### src/hw/chain_pkg.sv
`default_nettype none
package chain_pkg;
  localparam int unsigned CLK_NS = 20;
  localparam int unsigned REPLY_DELAY_NS = 1700;
  localparam int unsigned REPLY_CYC = (REPLY_DELAY_NS + CLK_NS - 1) / CLK_NS;
  localparam int unsigned PASS_CYC = 8;
  localparam int unsigned CELLS = 12;
  localparam int unsigned FLAG_W = 11;
  localparam int unsigned PD_W = 5;
  localparam logic [5:0] ALL_NODES_ID = 6'h3F;
  localparam logic [7:0] OFS_CTRL = 8'h00;
  localparam logic [7:0] OFS_SUMMARY = 8'h04;
  localparam logic [7:0] OFS_AUX = 8'h08;
  localparam logic [7:0] OFS_STATE = 8'h0C;
  localparam int unsigned CTRL_END_BIT = 6;
  localparam int unsigned ST_FAULT = 3;
  localparam int unsigned ST_BADADDR = 4;
  localparam int unsigned ST_FAIL = 5;
  localparam int unsigned F_BAL_OC = 0;
  localparam int unsigned F_BAL_UC = 1;
  localparam int unsigned F_OV = 2;
  localparam int unsigned F_UV = 3;
  localparam int unsigned F_GLOBAL_LO = 4;
  localparam int unsigned F_REG_CRC = 8;
  localparam int unsigned F_INT_DATA = 9;
  localparam int unsigned F_SUPPLY_LOW = 10;
  localparam logic [2:0] CRC3_POLY = 3'h3;
  localparam logic [7:0] CRC8_POLY = 8'h2F;
  localparam logic [FLAG_W-1:0] FLAGS_RST = 11'h000;

  typedef enum logic [2:0] {
    ST_IDLE = 3'b001,
    ST_WAIT = 3'b010,
    ST_SEND = 3'b100
  } fsm_e;

  typedef struct packed {
    logic valid;
    logic is_write;
    logic [5:0] id;
    logic [7:0] addr;
    logic [5:0] count;
    logic crc_ok;
    logic addr_bad;
    logic wr_fail;
  } req_s;

  typedef struct packed {
    logic is_write;
    logic [5:0] id;
    logic [7:0] addr;
    logic [15:0] data;
    logic [7:0] crc;
  } reply_s;

  typedef struct packed {
    fsm_e fsm;
    logic [15:0] wait_cnt;
    logic [5:0] left;
    logic [7:0] addr;
    logic is_wr;
    logic [7:0] status;
    logic tx_valid;
    reply_s tx_frame;
    logic dir_swap;
    logic sleep;
    logic [5:0] node_id;
    logic end_mark;
    logic [FLAG_W-1:0] flags;
    logic [2:0] aux;
    logic [CELLS-1:0] cell_block;
    logic [CELLS-1:0] bal_en;
    logic [PD_W-1:0] pd_en;
    logic pready;
    logic pslverr;
    logic [31:0] prdata;
    logic [31:0] chk_cnt;
    logic chk_start;
    logic [PASS_CYC-1:0] fwd;
  } state_s;

  function automatic logic is_protected(input logic [7:0] a);
    case (a)
      8'h01, 8'h02, 8'h03, 8'h04, 8'h05, 8'h08, 8'h09, 8'h0A,
      8'h14, 8'h15, 8'h17, 8'h36, 8'h38, 8'h3A: is_protected = 1'b1;
      default: is_protected = 1'b0;
    endcase
  endfunction
endpackage
`default_nettype wire

### src/hw/crc_unit.sv
`default_nettype none
module crc_unit #(
  parameter int unsigned DW = 14,
  parameter int unsigned CW = 3,
  parameter logic [CW-1:0] POLY = '0
) (
  input wire logic [DW-1:0] data,
  output logic [CW-1:0] crc
);
  always_comb begin
    crc = '0;
    for (int i = DW - 1; i >= 0; i--) begin
      if (crc[CW-1] ^ data[i]) begin
        crc = {crc[CW-2:0], 1'b0} ^ POLY;
      end else begin
        crc = {crc[CW-2:0], 1'b0};
      end
    end
  end
endmodule
`default_nettype wire

### src/hw/chain_reply.sv
// Function
// - Send a write reply only after a write request with a good checksum.
// - Reply status bit 3 shows any fault set in the summary register.
// - Reply status bit 4 shows the write address was invalid.
// - Reply status bit 5 shows write failure, only for checksum-protected registers.
// - Write reply carries a 3-bit checksum, polynomial z3 + z + 1.
// - All-nodes write swaps receive and transmit roles after successful write.
// - On all-nodes write only the chain end node replies, after success.
// - Multiple read sends one frame per register, same node identifier.
// - All-nodes read replies come in ascending node identifier order.
// - All-nodes read replies carry own identifier and the common address.
// - Incoming bits are forwarded with a fixed pass-through latency.
// - Wait the turnaround delay before the first frame of each reply.
// - Per-cell faults set their flag and stop balancing of those cells.
// - Global faults set their flag and stop all balancing.
// - Supply faults set the supply-low flag and enter sleep; drift sleeps too.
// - Incoming checksum error returns both interfaces to default direction.
// - The listed configuration registers are checksum protected.
// - Register and trim checks run on a fixed hardware interval.
// - Register and trim check faults flag at first detection.
// - Thermal selector test choice enables internal pull-down switches.
`default_nettype none
module chain_reply #(
  parameter int unsigned SLOT_CYCLES = 1000,
  parameter int unsigned CHECK_CYCLES = 50000
) (
  input wire logic ref_clk,
  input wire logic rst_b,
  input wire logic psel,
  input wire logic penable,
  input wire logic pwrite,
  input wire logic [7:0] paddr,
  input wire logic [31:0] pwdata,
  output logic [31:0] prdata,
  output logic pready,
  output logic pslverr,
  input wire chain_pkg::req_s req,
  output logic [7:0] rd_addr,
  input wire logic [15:0] rd_data,
  output logic tx_valid,
  output var chain_pkg::reply_s tx_frame,
  input wire logic rx_bit,
  output logic fwd_bit,
  output logic if_swapped,
  input wire logic [chain_pkg::CELLS-1:0] evt_bal_oc,
  input wire logic [chain_pkg::CELLS-1:0] evt_bal_uc,
  input wire logic [chain_pkg::CELLS-1:0] evt_ov,
  input wire logic [chain_pkg::CELLS-1:0] evt_uv,
  input wire logic [3:0] evt_global,
  input wire logic [2:0] evt_sleep,
  input wire logic chk_reg_crc_bad,
  input wire logic chk_int_bad,
  output logic chk_start,
  input wire logic [chain_pkg::CELLS-1:0] bal_req,
  output logic [chain_pkg::CELLS-1:0] bal_en,
  output logic [chain_pkg::PD_W-1:0] pulldown_en,
  output logic sleep_req
);
  import chain_pkg::*;

  localparam int unsigned SW = 4 * CELLS + 8;

  if (SLOT_CYCLES < 1 || REPLY_CYC + 62 * SLOT_CYCLES > 65535 || CHECK_CYCLES < 2) begin : g_bad_param
    $error("chain_reply: slot or check interval out of range");
  end

  state_s s_reg;
  state_s s_next;
  logic [SW-1:0] pins_raw;
  logic [SW-1:0] pins_s;
  logic [CELLS-1:0] oc_s, uc_s, ov_s, uv_s;
  logic [3:0] glob_s;
  logic [2:0] sleep_s;
  logic rx_s;
  logic [2:0] crc3;
  logic [7:0] crc8;
  logic [7:0] wr_status;
  logic wr_ok;
  logic addressed;
  logic bcast;

  // Analog comparators and the line receiver are asynchronous to ref_clk.
  assign pins_raw = {evt_bal_oc, evt_bal_uc, evt_ov, evt_uv, evt_global, evt_sleep, rx_bit};

  sync2 #(.W(SW)) u_sync (
    .ref_clk(ref_clk),
    .rst_b(rst_b),
    .d(pins_raw),
    .q(pins_s)
  );

  assign {oc_s, uc_s, ov_s, uv_s, glob_s, sleep_s, rx_s} = pins_s;

  // The fault bit is taken at send time, and the checksum must cover exactly the bits that are sent.
  always_comb begin
    wr_status = s_reg.status;
    wr_status[ST_FAULT] = |s_reg.flags;
  end

  crc_unit #(.DW(14), .CW(3), .POLY(CRC3_POLY)) u_crc3 (
    .data({s_reg.node_id, wr_status}),
    .crc(crc3)
  );

  crc_unit #(.DW(30), .CW(8), .POLY(CRC8_POLY)) u_crc8 (
    .data({s_reg.node_id, s_reg.addr, rd_data}),
    .crc(crc8)
  );

  assign wr_ok = !req.addr_bad && !(req.wr_fail && is_protected(req.addr));
  assign addressed = (req.id == s_reg.node_id);
  assign bcast = (req.id == ALL_NODES_ID);

  always_comb begin
    s_next = s_reg;
    s_next.tx_valid = 1'b0;
    s_next.chk_start = 1'b0;
    s_next.pslverr = 1'b0;
    s_next.fwd = {s_reg.fwd[PASS_CYC-2:0], rx_s};

    // Zero-wait APB slave: data and pready are prepared in the setup cycle.
    s_next.pready = psel && !penable;
    if (psel && !penable && !pwrite) begin
      case (paddr)
        OFS_CTRL: s_next.prdata = {25'h0000000, s_reg.end_mark, s_reg.node_id};
        OFS_SUMMARY: s_next.prdata = {21'h000000, s_reg.flags};
        OFS_AUX: s_next.prdata = {29'h00000000, s_reg.aux};
        OFS_STATE: s_next.prdata = {27'h0000000, s_reg.fsm, s_reg.sleep, s_reg.dir_swap};
        default: begin
          s_next.prdata = 32'h00000000;
          s_next.pslverr = 1'b1;
        end
      endcase
    end else if (psel && !penable) begin
      s_next.prdata = 32'h00000000;
      s_next.pslverr = !(paddr == OFS_CTRL || paddr == OFS_SUMMARY || paddr == OFS_AUX);
    end
    if (psel && penable && s_reg.pready && pwrite) begin
      case (paddr)
        OFS_CTRL: begin
          s_next.node_id = pwdata[5:0];
          s_next.end_mark = pwdata[CTRL_END_BIT];
        end
        OFS_SUMMARY: begin
          s_next.flags = s_reg.flags & ~pwdata[FLAG_W-1:0];
          if (|pwdata[F_UV:F_BAL_OC]) begin
            s_next.cell_block = '0;
          end
        end
        OFS_AUX: s_next.aux = pwdata[2:0];
        default: ;
      endcase
    end

    // Hardware sets are applied after the software clear so a same-cycle event wins.
    s_next.cell_block = s_next.cell_block | oc_s | uc_s | ov_s | uv_s;
    s_next.flags[F_BAL_OC] = s_next.flags[F_BAL_OC] | (|oc_s);
    s_next.flags[F_BAL_UC] = s_next.flags[F_BAL_UC] | (|uc_s);
    s_next.flags[F_OV] = s_next.flags[F_OV] | (|ov_s);
    s_next.flags[F_UV] = s_next.flags[F_UV] | (|uv_s);
    s_next.flags[F_GLOBAL_LO+3:F_GLOBAL_LO] = s_next.flags[F_GLOBAL_LO+3:F_GLOBAL_LO] | glob_s;
    s_next.flags[F_REG_CRC] = s_next.flags[F_REG_CRC] | chk_reg_crc_bad;
    s_next.flags[F_INT_DATA] = s_next.flags[F_INT_DATA] | chk_int_bad;
    s_next.flags[F_SUPPLY_LOW] = s_next.flags[F_SUPPLY_LOW] | sleep_s[0] | sleep_s[1];
    s_next.sleep = s_reg.sleep | (|sleep_s);

    // The check interval is a free-running counter, unrelated to any measurement schedule.
    if (s_reg.chk_cnt == 32'(CHECK_CYCLES - 1)) begin
      s_next.chk_cnt = 32'h00000000;
      s_next.chk_start = 1'b1;
    end else begin
      s_next.chk_cnt = s_reg.chk_cnt + 32'h00000001;
    end

    s_next.bal_en = bal_req & ~s_next.cell_block;
    if (|s_next.flags[F_INT_DATA:F_GLOBAL_LO] || s_next.sleep) begin
      s_next.bal_en = '0;
    end

    s_next.pd_en = '0;
    if (s_reg.aux != 3'h0 && s_reg.aux <= 3'(PD_W)) begin
      s_next.pd_en = PD_W'(1) << (s_reg.aux - 3'h1);
    end

    unique case (s_reg.fsm)
      ST_IDLE: begin
        if (req.valid && !req.crc_ok) begin
          s_next.dir_swap = 1'b0;
        end else if (req.valid && req.is_write) begin
          s_next.is_wr = 1'b1;
          s_next.addr = req.addr;
          s_next.left = 6'h01;
          s_next.status = '0;
          s_next.status[ST_BADADDR] = req.addr_bad;
          s_next.status[ST_FAIL] = req.wr_fail && is_protected(req.addr);
          s_next.wait_cnt = 16'(REPLY_CYC);
          if (bcast && wr_ok) begin
            s_next.dir_swap = !s_reg.dir_swap;
            if (s_reg.end_mark) begin
              s_next.fsm = ST_WAIT;
            end
          end else if (addressed) begin
            s_next.fsm = ST_WAIT;
          end
        end else if (req.valid && (addressed || bcast)) begin
          s_next.is_wr = 1'b0;
          s_next.addr = req.addr;
          s_next.fsm = ST_WAIT;
          if (bcast) begin
            s_next.left = 6'h01;
            s_next.wait_cnt = 16'(REPLY_CYC) + 16'(s_reg.node_id - 6'h01) * 16'(SLOT_CYCLES);
          end else begin
            s_next.left = (req.count == 6'h00) ? 6'h01 : req.count;
            s_next.wait_cnt = 16'(REPLY_CYC);
          end
        end
      end
      ST_WAIT: begin
        if (s_reg.wait_cnt <= 16'h0001) begin
          s_next.fsm = ST_SEND;
        end else begin
          s_next.wait_cnt = s_reg.wait_cnt - 16'h0001;
        end
      end
      ST_SEND: begin
        s_next.tx_valid = 1'b1;
        s_next.tx_frame.is_write = s_reg.is_wr;
        s_next.tx_frame.id = s_reg.node_id;
        s_next.tx_frame.addr = s_reg.addr;
        if (s_reg.is_wr) begin
          s_next.tx_frame.data = {8'h00, wr_status};
          s_next.tx_frame.crc = {5'h00, crc3};
          s_next.fsm = ST_IDLE;
        end else begin
          s_next.tx_frame.data = rd_data;
          s_next.tx_frame.crc = crc8;
          if (s_reg.left <= 6'h01) begin
            s_next.fsm = ST_IDLE;
          end else begin
            s_next.left = s_reg.left - 6'h01;
            s_next.addr = s_reg.addr + 8'h01;
            s_next.wait_cnt = 16'(SLOT_CYCLES);
            s_next.fsm = ST_WAIT;
          end
        end
      end
      default: s_next.fsm = ST_IDLE;
    endcase
  end

  always_ff @(posedge ref_clk) begin
    if (!rst_b) begin
      s_reg <= '0;
      s_reg.fsm <= ST_IDLE;
      s_reg.flags <= FLAGS_RST;
    end else begin
      s_reg <= s_next;
    end
  end

  assign prdata = s_reg.prdata;
  assign pready = s_reg.pready;
  assign pslverr = s_reg.pslverr;
  assign rd_addr = s_reg.addr;
  assign tx_valid = s_reg.tx_valid;
  assign tx_frame = s_reg.tx_frame;
  assign fwd_bit = s_reg.fwd[PASS_CYC-1];
  assign if_swapped = s_reg.dir_swap;
  assign chk_start = s_reg.chk_start;
  assign bal_en = s_reg.bal_en;
  assign pulldown_en = s_reg.pd_en;
  assign sleep_req = s_reg.sleep;
endmodule
`default_nettype wire

### src/hw/sync2.sv
`default_nettype none
module sync2 #(
  parameter int unsigned W = 1
) (
  input wire logic ref_clk,
  input wire logic rst_b,
  input wire logic [W-1:0] d,
  output logic [W-1:0] q
);
  logic [W-1:0] meta_reg;
  logic [W-1:0] q_reg;

  always_ff @(posedge ref_clk) begin
    if (!rst_b) begin
      meta_reg <= '0;
      q_reg <= '0;
    end else begin
      meta_reg <= d;
      q_reg <= meta_reg;
    end
  end

  assign q = q_reg;
endmodule
`default_nettype wire

### config.mk
export PLATFORM = sky130hd
export DESIGN_NAME = chain_reply
export DESIGN_NICKNAME = d
export VERILOG_FILES = /design/src/hw/chain_pkg.sv /design/src/hw/crc_unit.sv /design/src/hw/chain_reply.sv /design/src/hw/sync2.sv
export SDC_FILE = /design/constraint.sdc
export NUM_CORES = 1
export LEC_CHECK = 0
export ABC_CLOCK_PERIOD_IN_PS = 7000
export BUFFER_PORTS_ARGS = -buffer_cell sky130_fd_sc_hd__buf_2
export CAP_MARGIN = 20
export CORE_AREA = 2 2 164 166
export DETAILED_ROUTE_END_ITERATION = 6
export DIE_AREA = 0 0 166 168
export GPL_TIMING_DRIVEN = 0
export HOLD_SLACK_MARGIN = 0.02
export PLACE_DENSITY = 0.8
export SLEW_MARGIN = 10
export SYNTH_ARGS = -nofsm -noshare
export SYNTH_HDL_FRONTEND = slang
export SYNTH_HIERARCHICAL = 1
export SYNTH_SLANG_ARGS = --single-unit
### constraint.sdc
create_clock -name ref_clk -period 7 [get_ports ref_clk]
set_input_delay 0.7 -clock ref_clk [delete_from_list [all_inputs] [get_ports ref_clk]]
set_output_delay 0.7 -clock ref_clk [all_outputs]
set_load 0.01 [all_outputs]
=== Yosys cells after proc, flatten, opt, wreduce, memory -nomap -nowiden ===
Memory sizes are Yosys's and may differ from the RTL's.
Index checks and enable logic that the tools add are counted.

* Add/sub/neg operators: 7
* $mul: 1
* $lt $le $gt $ge: 3
* Eq/ne operators: 17
* Shifts and indexed selects: 1
* Mux-type cells: 82
* Bitwise operators: 99
* Reductions and logical operators: 54

{| class="wikitable"
|+ Operators with widths
! cell !! number
|-
| two-way mux 6 bit || 32
|-
| NOT 5 bit || 29
|-
| two-way mux 34 bit || 2
|-
| two-way mux 33 bit || 2
|-
| two-way mux 30 bit || 2
|-
| OR 12 bit || 4
|-
| one-hot mux 16 bit (3 select lines) || 1
|-
| OR reduction 12 bit || 4
|-
| one-hot mux 11 bit (4 select lines) || 1
|-
| two-way mux 42 bit || 1
|-
| two-way mux 40 bit || 1
|-
| bitwise XOR 1 bit || 34
|-
| adder 32 x 1 -> 32 bit, second input constant || 1
|-
| equality test 32 x 16 -> 1 bit, second input constant || 1
|-
| two-way mux 2 bit || 16
|-
| one-hot mux 14 bit (2 select lines) || 1
|-
| two-way mux 26 bit || 1
|-
| NOT 2 bit || 13
|-
| two-way mux 12 bit || 2
|-
| two-way mux 24 bit || 1
|-
| two-way mux 22 bit || 1
|-
| adder 7 x 16 -> 16 bit, first input constant || 1
|-
| equality test 8 x 4 -> 1 bit, second input constant || 2
|-
| less-or-equal comparator 16 x 1 -> 1 bit, second input constant || 1
|-
| 48 further kinds || 110
|}

* Register bits: 315
* ROM bits: 128
* Input port bits: 156
* Output and inout port bits: 103
* Logic and storage cells: 295
* Memories kept: 2

{| class="wikitable"
|+ Memories
! name !! depth !! width !! rd ports !! clocked after memory_dff !! wr ports !! RTL line !! text
|-
| (name not given) || 64 || 1 || 1 || 0 || 0 || chain_pkg.sv:83 || <nowiki>case (a)</nowiki>
|-
| (name not given) || 64 || 1 || 1 || 0 || 0 || chain_pkg.sv:83 ||
|}

=== Logic depth before layout (Yosys ltp) ===
Gate-level depths: netlist of run 1.

* Depth after elaboration: 61
* Depth in mapped cells: 25

=== Modules after synthesis ===
The synthesis of run 1 kept the hierarchy.

{| class="wikitable"
|+ By module, submodules not included
! module !! times used !! cells each !! area an instance (um^2) !! seq. area each (um^2)
|-
| chain_reply || 1 || 1247 || 10317.4 || 3643.5
|-
| sync2 || 1 || 236 || 3059.2 || 2242.2
|-
| crc_unit (u_crc8) || 1 || 82 || 969.7 || 0.0
|-
| crc_unit (u_crc3) || 1 || 14 || 157.7 || 0.0
|}

=== Worst setup path before layout of run 1 ===
Ideal clock, no wire load.

* Kind: register to register
* From: register s_reg[119] (netlist name)
* To: register s_reg[205] (netlist name)
* Setup time: 59 ps
* Arrival: 5603 ps
* Required time: 6941 ps
* Setup slack: 1338 ps
* Cell stages (with the launch flop): 20
* Period minus slack after synthesis: 5662 ps
* Path through: dfxtp_1 > clkbuf_1 > inv_1 > ha_1 > xor2_1 > inv_1 > fa_1 > fa_1 > inv_1 > fa_1 > fa_1 > ha_1 > a21o_1 > a31oi_2 > a211oi_1 > or3_1 > a31oi_1 > o311a_1 > mux2_2 > nand2_1

* Word-level cells in the longest chain between the ends: 8
* Elaborated cells between the ends (all ways): 13
* Classes of those cells: add/sub: 2; mul: 1; eq/ne: 2; mux: 5; reduce/logical: 3

{| class="wikitable"
|+ RTL lines
! what !! RTL line !! text
|-
| start: declaration || chain_reply.sv:67 || <nowiki>state_s s_reg;</nowiki>
|-
| start signal: assignment || chain_reply.sv:257 || <nowiki>s_reg <= s_next;</nowiki>
|-
| subtractor 6 x 1 -> 7 bit || chain_reply.sv:211 || <nowiki>s_next.wait_cnt = 16'(REPLY_CYC) + 16'(s_reg.node_id - 6'h01) * 16'(SLOT_CYCLES);</nowiki>
|-
| multiplier 16 x 7 -> 13 bit || chain_reply.sv:211 ||
|-
| adder 7 x 16 -> 16 bit || chain_reply.sv:211 ||
|-
| two-way mux 22 bit || chain_reply.sv:209 || <nowiki>if (bcast) begin</nowiki>
|-
| two-way mux 34 bit || chain_reply.sv:205 || <nowiki>end else if (req.valid && (addressed || bcast)) begin</nowiki>
|-
| two-way mux 34 bit || chain_reply.sv:189 || <nowiki>end else if (req.valid && req.is_write) begin</nowiki>
|-
| two-way mux 42 bit || chain_reply.sv:187 || <nowiki>if (req.valid && !req.crc_ok) begin</nowiki>
|-
| one-hot mux 16 bit (3 select lines) || chain_reply.sv:185 || <nowiki>unique case (s_reg.fsm)</nowiki>
|}

Parallel ways exist; a longest one is shown, timed or not. The select of a mux whose other input is x is not followed.
A chain may end at the register's enable or synchronous reset.

=== Worst setup path in the final report of run 1 ===
Ends and elaborated chain as after synthesis.

==> impl_metrics.tcl, run 1 <==
set metrics [dict create \
    status "completed" \
    power_density_nw_per_um2 228 \
    r2r_cells 18 \
    timing.rr.start "s_reg[119]" \
    p_sw_frac 0.250 \
    r2r_end "s_reg[205]" \
    hold_buffers 0 \
    cts_buffer_depth 3 \
    ys_ff_latch 294 \
    hold_viol 0 \
    slew-limit-headroom 0.315 \
    cts.sinks 294 \
    fin_util 0.648 \
    rows 60 \
    crit_type "flop to flop" \
    whs_endpoint "u_sync/meta_reg[54]" \
    p_leak_nw 7.49 \
    drv_slew 0 \
    grt_util_all_layers 0.253 \
    avgViaCountPerCell 5.36 \
    vdd_drop_max_v 0.000242 \
    cp_common_cell "fa_1" \
    synth_enable_flop_cells 0 \
    die_w_um 166 \
    syn_area_um2 14500 \
    fin_ws_ns 0.520 \
    crit_required_ns 7.50 \
    die_area_um2 27900 \
    multi_input_area_um2 7390 \
    numPortBuffers 216 \
    cts-root-buf "clkbuf_16" \
    initial_core_util 0.550 \
    grt_first_pass_wirelength_mm 57.8 \
    hold_path_class "input pin to flop" \
    drt-total-wl_mm 36.6 \
    clock_skew_ns 0.0208 \
    fillerInstances 2155 \
    intPower_mw 2.91 \
    postRouteAntennaNets 0 \
    yosys_most_used_dff "dfxtp_1" \
    comb_power_share 0.148 \
    path_buf_inv 4 \
    grt.overflow.total 0 \
    cpMaxStageDelayCell "a211oi_1" \
    cts_made_buffers 29 \
    core_um2 26400 \
    yosysMostFrequentCell "dfxtp_1" \
    holdPathStages 2 \
    dp_cells 2161 \
    power_frac_clock 0.400 \
    grt_max_degree 16 \
    regArea_um2 5890 \
    cts.clk_slew.worst_paths_ns 0.06 \
    synthTopCellsByArea "dfxtp_1 (41%), xnor2_1 (5.6%), and2_1 (5.4%)" \
    cts_setup_buffers 0 \
    synth_area_leader_cell "dfxtp_1" \
    setup_viol 0 \
    min_from "evt_bal_oc[10]" \
    fin_setup_tns_ns 0 \
    rsz0062_at_grt "no" \
    wl_per_cell_um 16.5 \
    fmax_mhz 154 \
    yosysTopAreaCellShare 0.406 \
    clkLatencyLatePin_ns 0.57 \
    seqPwrFrac 0.452 \
    syn_area_per_cell_um2 9.19 \
    tritoncts "built" \
    worstPathCellList "clkbuf_1 > inv_1 > ha_1 > xor2_1 > inv_1 > fa_1 > fa_1 > inv_1 > fa_1 > fa_1 > ha_1 > nand4b_1 > a211oi_1 > o21ai_0 > a31oi_1 > o311a_1 > mux2_2 > nand2_1" \
    die_height_um 168 \
    tightestPinTransition_ns 1.01 \
    cts.htree.levels 1 \
    crit_family "adder cells" \
    critPathMaxStageDelay_ns 0.56 \
    area_growth_syn_to_layout_pct 17.7 \
    dp_hpwl_mm 27.9 \
    ys_seq_area_frac 0.406 \
    synth_common_cells "dfxtp_1 (294), nand2_1 (136), nor2_1 (133)" \
    layout-drive-gt1-share 0.221 \
    total_power_mw 3.89 \
    r2r_slack_ns 0.52 \
    ys_warn_count 6 \
    crit_path_max_fanout 7 \
    drtIter0Drc 763 \
    critPathArrivalTime_ns 6.98 \
    vias 11900 \
    grt_pass1_vias 11400 \
    cp-start-kind "flop" \
    crit_path_end_kind "flop" \
    post-place-ws_ns 0.561 \
    stdcell_count 2216 \
    largest_reg_flops 93 \
    syn_inst 1579 \
    maxCapViolations 0 \
    synthArstFlopShare 0 \
    firstDrtPassIters 6 \
    drc 0 \
    ys_types 84 \
    fin_crit_ns 6.48 \
    fin_nets 2063 \
    pin_count 259 \
    ctsResizeCount 0 \
    power.switching_uw 972 \
    period_share 0.926 \
    antenna_found_initial 11 \
    place.gp.congestion 0.944 \
]
-- how the worst max path moves through the flow --
stage,end,depth (start not counted),from
final,s_reg[205],18,s_reg[119]
after global routing,s_reg[205],18,s_reg[119]
after CTS,s_reg[205],18,s_reg[119]
after detailed placement,s_reg[205],18,s_reg[119]
after global placement,s_reg[205],18,s_reg[119]
after floorplan,s_reg[205],19,s_reg[119]
-- through the flow --
step / hold slack [ns] / cell area (um^2)
2_1_floorplan: 0.412 / 14600
3_3_place_gp: 0.414 / 16100
3_5_place_dp: 0.418 / 16100
4_1_cts: 0.320 / 17100
5_1_grt: 0.323 / 17100
6_report: 0.333 / 17100
-- area by class of cell --
type                            count  area share
Antenna cell                        6    0.000879
Buffer                            162      0.0654
Clock buffer                       34      0.0454
Clock inverter                     15      0.0104
Inverter                           55      0.0121
Multi-Input combinational cell   1093       0.433
Sequential cell                   294       0.345
Tap cell                          341      0.0250
Timing Repair Buffer              216      0.0633
-- power by group through the flow --
stage | sequential [mW] | combinational, mW | clock (mW)
floorplan | 1.78 | 0.428 | 0
global placement | 1.79 | 0.555 | 0
detailed placement | 1.79 | 0.563 | 0
CTS | 1.76 | 0.569 | 1.57
global route | 1.76 | 0.617 | 1.65
finish | 1.76 | 0.573 | 1.55
-- placed cells by master, fill, tap and decap left out, types with 13 or more instances in the layout --
cell type,instances
ha_1,39
fa_1,17
xnor3_1,13
nand4_1,17
xor2_1,45
inv_1,54
buf_2,224
nor3_1,23
and2_1,126
a31oi_1,13
dfxtp_1,294
nand2_1,136
o21ai_0,38
nor4_1,39
clkbuf_1,37
nor2_1,133
nand3_1,47
buf_4,97
buf_6,13
xnor2_1,92
conb_1,26
a21oi_1,102
clkbuf_16,29
a211oi_1,14
mux2i_1,18
nand3b_1,19
-- per-layer routing --
layer  wire length [um]  track usage  vias up
li1                   -            -     5798
met1              15300        0.316     5551
met2              17400        0.436      434
met3               2760       0.0531       78
met4               1100       0.0888       10
met5                 57            0        -
-- kinds of logic (layout without fill, tap and decap cells) --
| family | count (synthesis) | in the layout | synth area share |
|---|---|---|---|
| AOI/OAI and AO/OA | 236 | 236 | 0.101 |
| xor gates and xnor gates | 159 | 159 | 0.116 |
| adders and majority gates | 56 | 56 | 0.0571 |
| buffers and inverters | 217 | 482 | 0.0913 |
| DFF | 294 | 294 | 0.406 |
| muxes | 24 | 24 | 0.0197 |
| other | 1 | 32 | 0.000259 |
| and+or+nand+nor | 592 | 592 | 0.208 |
Power figures use the tool's default switching activity.
==> run 2, diff against run 1 <==
--- a/config.mk
+++ b/config.mk
@@ -5,15 +5,16 @@
 export SDC_FILE = /design/constraint.sdc
 export NUM_CORES = 1
 export LEC_CHECK = 0
+export ABC_AREA = 1
 export ABC_CLOCK_PERIOD_IN_PS = 7000
 export BUFFER_PORTS_ARGS = -buffer_cell sky130_fd_sc_hd__buf_2
 export CAP_MARGIN = 20
-export CORE_AREA = 2 2 164 166
+export CORE_AREA = 2 2 172 174
 export DETAILED_ROUTE_END_ITERATION = 6
-export DIE_AREA = 0 0 166 168
+export DIE_AREA = 0 0 174 176
 export GPL_TIMING_DRIVEN = 0
 export HOLD_SLACK_MARGIN = 0.02
-export PLACE_DENSITY = 0.8
+export PLACE_DENSITY = 0.81
 export SLEW_MARGIN = 10
 export SYNTH_ARGS = -nofsm -noshare
 export SYNTH_HDL_FRONTEND = slang
==> run 2 against run 1 <==
Effect of this change:
- synthesized area grew 14%
- global-route usage grew 2.4 points
- first-iteration DRC count grew 63%
- worst hold slack lost 0.034 ns
- worst setup slack gained 0.72 ns
- die area grew 9.8%
- register-to-register slack gained 0.72 ns
- critical path type unchanged
- largest cell class unchanged
- via count grew 33%
==> impl_metrics.tcl, run 2 <==
set metrics [dict create \
    status "completed" \
    period_share 0.824 \
    slew-limit-headroom 0.426 \
    firstDrtPassIters 5 \
    fin_crit_ns 5.76 \
    tritoncts "built" \
    holdPathStages 3 \
    dp_hpwl_mm 34.2 \
    rsz0062_at_grt "no" \
    setup_viol 0 \
    syn_area_per_cell_um2 6.98 \
    syn_inst 2372 \
    place.gp.congestion 0.922 \
    place_area_um2 18200 \
    fmax_mhz 173 \
    area_growth_syn_to_layout_pct 16.6 \
    clkLatencyLatePin_ns 0.58 \
    die_height_um 176 \
    fin_nets 2866 \
    cts.clk_slew.worst_paths_ns 0.06 \
    antenna_found_initial 2 \
    grt.overflow.total 0 \
    cts-root-buf "clkbuf_16" \
    fin_area_um2 19300 \
    grt_util_all_layers 0.277 \
    syn_area_um2 16600 \
    cts.sinks 294 \
    yosysMostFrequentCell "nand2_1" \
    clock_skew_ns 0.0318 \
    dr.max_layer_used "met5" \
    pin_count 259 \
    ys_seq_area_frac 0.355 \
    largest_reg_flops 93 \
    avgViaCountPerCell 5.16 \
    ys_warn_count 6 \
    die_area_um2 30600 \
    crit_required_ns 7.48 \
    layout.cells.most_common "nand2_1" \
    maxCapViolations 0 \
    tightestPinTransition_ns 0.861 \
    crit_path_max_fanout 10 \
    drc 0 \
    crit_path_end_kind "flop" \
    cts_buffer_depth 3 \
    cts_setup_buffers 0 \
    layout-drive-gt1-share 0.194 \
    synth_enable_flop_cells 0 \
    core_um2 28500 \
    ys_ff_latch 294 \
    holdWs_ns 0.299 \
    grt_first_pass_wirelength_mm 70.4 \
    grt_max_degree 18 \
    postRouteAntennaNets 0 \
    synth_common_cells "nand2_1 (587), inv_1 (357), dfxtp_1 (294)" \
    wl_per_cell_um 14.2 \
    cts_made_buffers 30 \
    ctsResizeCount 0 \
    hold_path_class "input pin to flop" \
    wl_met2_mm 20.1 \
    yosysTopAreaCellShare 0.355 \
    ys_types 58 \
    cts.htree.levels 1 \
    hold_viol 0 \
    drt-total-wl_mm 43.6 \
    yosys_most_used_dff "dfxtp_1" \
    cp-start-kind "flop" \
    wl_met1_mm 18.6 \
    crit_type "flop to flop" \
    hold_buffers 0 \
    initial_core_util 0.580 \
    synth_area_leader_cell "dfxtp_1" \
    routed-wl-met3_mm 3.13 \
    critPathArrivalTime_ns 6.25 \
    numPortBuffers 216 \
    fin_setup_tns_ns 0 \
    drv_slew 0 \
    mostFrequentLayoutCells "nand2_1 (587), inv_1 (357), dfxtp_1 (294), buf_2 (227), nand3_1 (195)" \
    r2r_cells 24 \
    synthTopCellsByArea "dfxtp_1 (36%), nand2_1 (13%), inv_1 (8.1%)" \
    synthArstFlopShare 0 \
    rows 62 \
    die_w_um 174 \
    vias 15800 \
    grt_pass1_vias 14900 \
    drtIter0Drc 1245 \
]
-- run 2: area by class of cell --
type                            instances  area, um^2
Antenna cell                            1        2.50
Buffer                                152        1020
Clock buffer                           46         881
Clock inverter                          8         173
Fill cell                            2498        9250
Inverter                              379        1430
Multi-Input combinational cell       1581        8360
Sequential cell                       294        5890
Tap cell                              384         480
Timing Repair Buffer                  216        1080
-- run 2: cells by family after synthesis --
group | count (synthesis) | share of synthesized area
AO/OA/AOI/OAI | 257 | 0.0874
XOR/XNOR | 68 | 0.0391
adder cells (fa/ha/maj) | 56 | 0.0500
buffers and inverters | 531 | 0.148
flip-flops | 294 | 0.355
multiplexers | 1 | 0.000605
other | 1 | 0.000226
AND/OR/NAND/NOR | 1164 | 0.320
-- run 2: metrics by stage --
step                utilization  instances  setup WS (ns)
detailed placement        0.639       3006           1.24
global route              0.676       3061          0.815
finish                    0.676       3061           1.24
global placement          0.639       3006           1.33
CTS                       0.676       3060           1.23
floorplan                     -       2406           2.18
-- run 2: critical path, stage by stage (launching register included) --
cell      delay (ns)
dfxtp_1         0.72
inv_1           0.35
ha_1            0.35
nand3_1         0.36
inv_1           0.32
ha_1            0.37
inv_1           0.07
fa_1            0.47
inv_1           0.05
fa_1            0.55
inv_1           0.06
fa_1            0.49
inv_1           0.04
ha_1            0.36
nand2_1         0.12
inv_1           0.04
a21oi_1         0.17
nand2_1         0.13
a21boi_0        0.18
nand2_1         0.07
nand2_1         0.11
inv_1           0.05
nand2_1         0.06
nand3_1         0.09
a21oi_1         0.12
-- run 2: final timing paths --
| check | start | slack (ns) | to |
|---|---|---|---|
| worst min register to register | u_sync/meta_reg[17] | 0.41 | u_sync/q[17] |
| worst max register to register | s_reg[119] | 1.24 | s_reg[205] |
| worst min-delay path | evt_ov[9] | 0.30 | u_sync/meta_reg[29] |
| worst max-delay path | s_reg[119] | 1.24 | s_reg[205] |
-- run 2: layer usage --
metal  track usage  vias to the layer above
met5             0                        -
met1         0.350                     7140
met3        0.0418                      115
met4         0.112                        2
met2         0.477                      606
li1              -                     7922
Power of run 2 is not shown: default switching activity piles up to over one toggle a cycle in this logic, so the estimate is an artifact.
==> run 3, diff against run 2 <==
--- a/config.mk
+++ b/config.mk
@@ -5,16 +5,16 @@
 export SDC_FILE = /design/constraint.sdc
 export NUM_CORES = 1
 export LEC_CHECK = 0
-export ABC_AREA = 1
-export ABC_CLOCK_PERIOD_IN_PS = 7000
+export ABC_AREA = 0
+export ABC_CLOCK_PERIOD_IN_PS = 5500
 export BUFFER_PORTS_ARGS = -buffer_cell sky130_fd_sc_hd__buf_2
 export CAP_MARGIN = 20
-export CORE_AREA = 2 2 172 174
+export CORE_AREA = 2 2 164 166
 export DETAILED_ROUTE_END_ITERATION = 6
-export DIE_AREA = 0 0 174 176
+export DIE_AREA = 0 0 166 168
 export GPL_TIMING_DRIVEN = 0
 export HOLD_SLACK_MARGIN = 0.02
-export PLACE_DENSITY = 0.81
+export PLACE_DENSITY = 0.8
 export SLEW_MARGIN = 10
 export SYNTH_ARGS = -nofsm -noshare
 export SYNTH_HDL_FRONTEND = slang
==> constraint.sdc (replaced) <==
create_clock -name ref_clk -period 5.5 [get_ports ref_clk]
set_input_delay 0.55 -clock ref_clk [delete_from_list [all_inputs] [get_ports ref_clk]]
set_output_delay 0.55 -clock ref_clk [all_outputs]
set_load 0.01 [all_outputs]
==> run 3 against run 2 <==
Effect of this change:
- the flow now finishes with violations (DRC)
- clock-buffer cell count shrank 5
- critical path type unchanged
- clock skew fell by 0.011 ns
- via count fell by 24%
- die area down 8.9%
- cell area down 9.4%
==> impl_metrics.tcl, run 3 (synthesis results as in run 1) <==
set metrics [dict create \
    status "finished, violations left" \
    violations "DRC" \
    area_growth_syn_to_layout_pct 20.6 \
    fin_util 0.664 \
    avgViaCountPerCell 5.35 \
    layout.cells.most_common "dfxtp_1" \
    crit_path_end_kind "flop" \
    largest_reg_flops 93 \
    fin_area_um2 17500 \
    numPortBuffers 216 \
    intPower_mw 3.73 \
    wl_per_cell_um 17.1 \
    vdd_drop_max_v 0.000264 \
    hold_buffers 0 \
    fillerInstances 2123 \
    place_area_um2 16100 \
    grt_pass1_vias 11500 \
    dp_cells 2161 \
    critPathArrivalTime_ns 5.96 \
    tritoncts "built" \
    fin_ws_ns 0.0570 \
    worstPathCellList "inv_4 > ha_2 > inv_1 > or3_4 > xnor2_2 > ha_1 > inv_1 > fa_1 > inv_1 > fa_1 > fa_1 > ha_4 > a21o_1 > a31oi_4 > a211oi_4 > or3_1 > a31oi_1 > o311a_1 > mux2_2 > nand2_1" \
    core_um2 26400 \
    setup_viol 0 \
    place.gp.congestion 0.929 \
    cts.clk_slew.worst_paths_ns 0.06 \
    fin_crit_ns 5.44 \
    pin_count 259 \
    antenna_found_initial 10 \
    layout-drive-gt1-share 0.242 \
    cts.sinks 294 \
    initial_core_util 0.550 \
    cts_made_buffers 30 \
    die_height_um 168 \
    drv_slew 0 \
    cts-root-buf "clkbuf_16" \
    cts.htree.levels 1 \
    r2r_slack_ns 0.06 \
    hold_viol 0 \
    power_frac_clock 0.405 \
    clock_skew_ns 0.0213 \
    rows 60 \
    crit_required_ns 6.01 \
    drc 7 \
    comb_power_share 0.148 \
    hold_path_class "input pin to flop" \
    period_share 0.990 \
    cpMaxStageDelayCell "fa_1" \
    die_w_um 166 \
    cts_buffer_depth 3 \
    fmax_mhz 184 \
    cp-start-kind "flop" \
    fin_nets 2082 \
    dp_hpwl_mm 28.0 \
    power.switching_mw 1.27 \
    crit_path_max_fanout 6 \
    grt.overflow.total 0 \
    grt_util_all_layers 0.261 \
    power_density_nw_per_um2 286 \
    tightestPinTransition_ns 1.02 \
    firstDrtPassIters 7 \
    clkLatencyLatePin_ns 0.58 \
    p_leak_nw 7.61 \
    maxCapViolations 0 \
    seqPwrFrac 0.447 \
    mostFrequentLayoutCells "dfxtp_1 (291), buf_2 (224), nand2_1 (135), nor2_1 (133), and2_1 (126)" \
    drtIter0Drc 827 \
    slew-limit-headroom 0.313 \
    stdcell_count 2238 \
    drt-total-wl_mm 38.3 \
    grt_first_pass_wirelength_mm 59.2 \
    post-place-ws_ns -0.568 \
    critPathMaxStageDelay_ns 0.57 \
    die_area_um2 27900 \
    p_sw_frac 0.254 \
    grt_max_degree 17 \
    crit_type "flop to flop" \
    vias 12000 \
    postRouteAntennaNets 0 \
]
run 3: repair_timing:
item	4_1_cts	5_1_grt
endpoints found under the setup margin	5	3
hold endpoints to repair	0	0
setup buffers	4	15
resized for setup	18	22
pin swaps	2	8
run 3: cell type report:
cell class              instances  area, um^2  share of cell area
plain buffers                 161        1120              0.0639
clock inverters                12         149             0.00851
repair buffers                235        1220              0.0700
well taps                     341         427              0.0244
flip-flops and latches        294        5900               0.337
multi-input cells            1093        7600               0.435
clock buffers                  41         842              0.0482
diodes                          6        15.0            0.000859
inverters                      55         215              0.0123
run 3: final timing paths:
path | end | start | depth (start not counted)
setup / recovery | s_reg[205] | s_reg[119] | 20
setup reg to reg | s_reg[205] | s_reg[119] | 20
hold / removal | u_sync/meta_reg[54] | evt_bal_oc[10] | 2
hold reg to reg | u_sync/q[44] | u_sync/meta_reg[44] | 1
run 3: power groups by stage:
stage               Sequential (mW)  Combinational [mW]  Clock, mW
detailed placement             2.28               0.714          0
floorplan                      2.27               0.544          0
CTS                            2.23               0.732       2.05
global placement               2.28               0.706          0
finish                         2.23               0.738       2.02
global route                   2.24               0.804       2.13
run 3: critical path, delay by kind of cell, from the launching register on:
kind / cells / cell delay, ns
mux: 1 / 0.33
flops: 1 / 0.36
compound gates: 5 / 1.05
buf+inv: 4 / 0.31
simple gates: 3 / 0.85
fa+ha+maj: 6 / 2.14
xor+xnor: 1 / 0.33
run 3: per-stage QoR:
| step | TNS (ns) | power, mW | hold WS, ns |
|---|---|---|---|
| after floorplan | 0 | 2.81 | 0.412 |
| after global placement | -1.46 | 2.98 | 0.415 |
| after detailed placement | -1.77 | 2.99 | 0.419 |
| after CTS | 0 | 5.01 | 0.149 |
| after global routing | -0.130 | 5.18 | 0.164 |
| final | 0 | 4.99 | 0.165 |
run 3: layer usage:
layer,vias to the layer above,share of wire,global-route usage
li1,5826,-,-
met1,5559,0.41,0.321
met2,474,0.48,0.451
met3,104,0.073,0.0517
met4,8,0.038,0.104
met5,-,0.0014,0
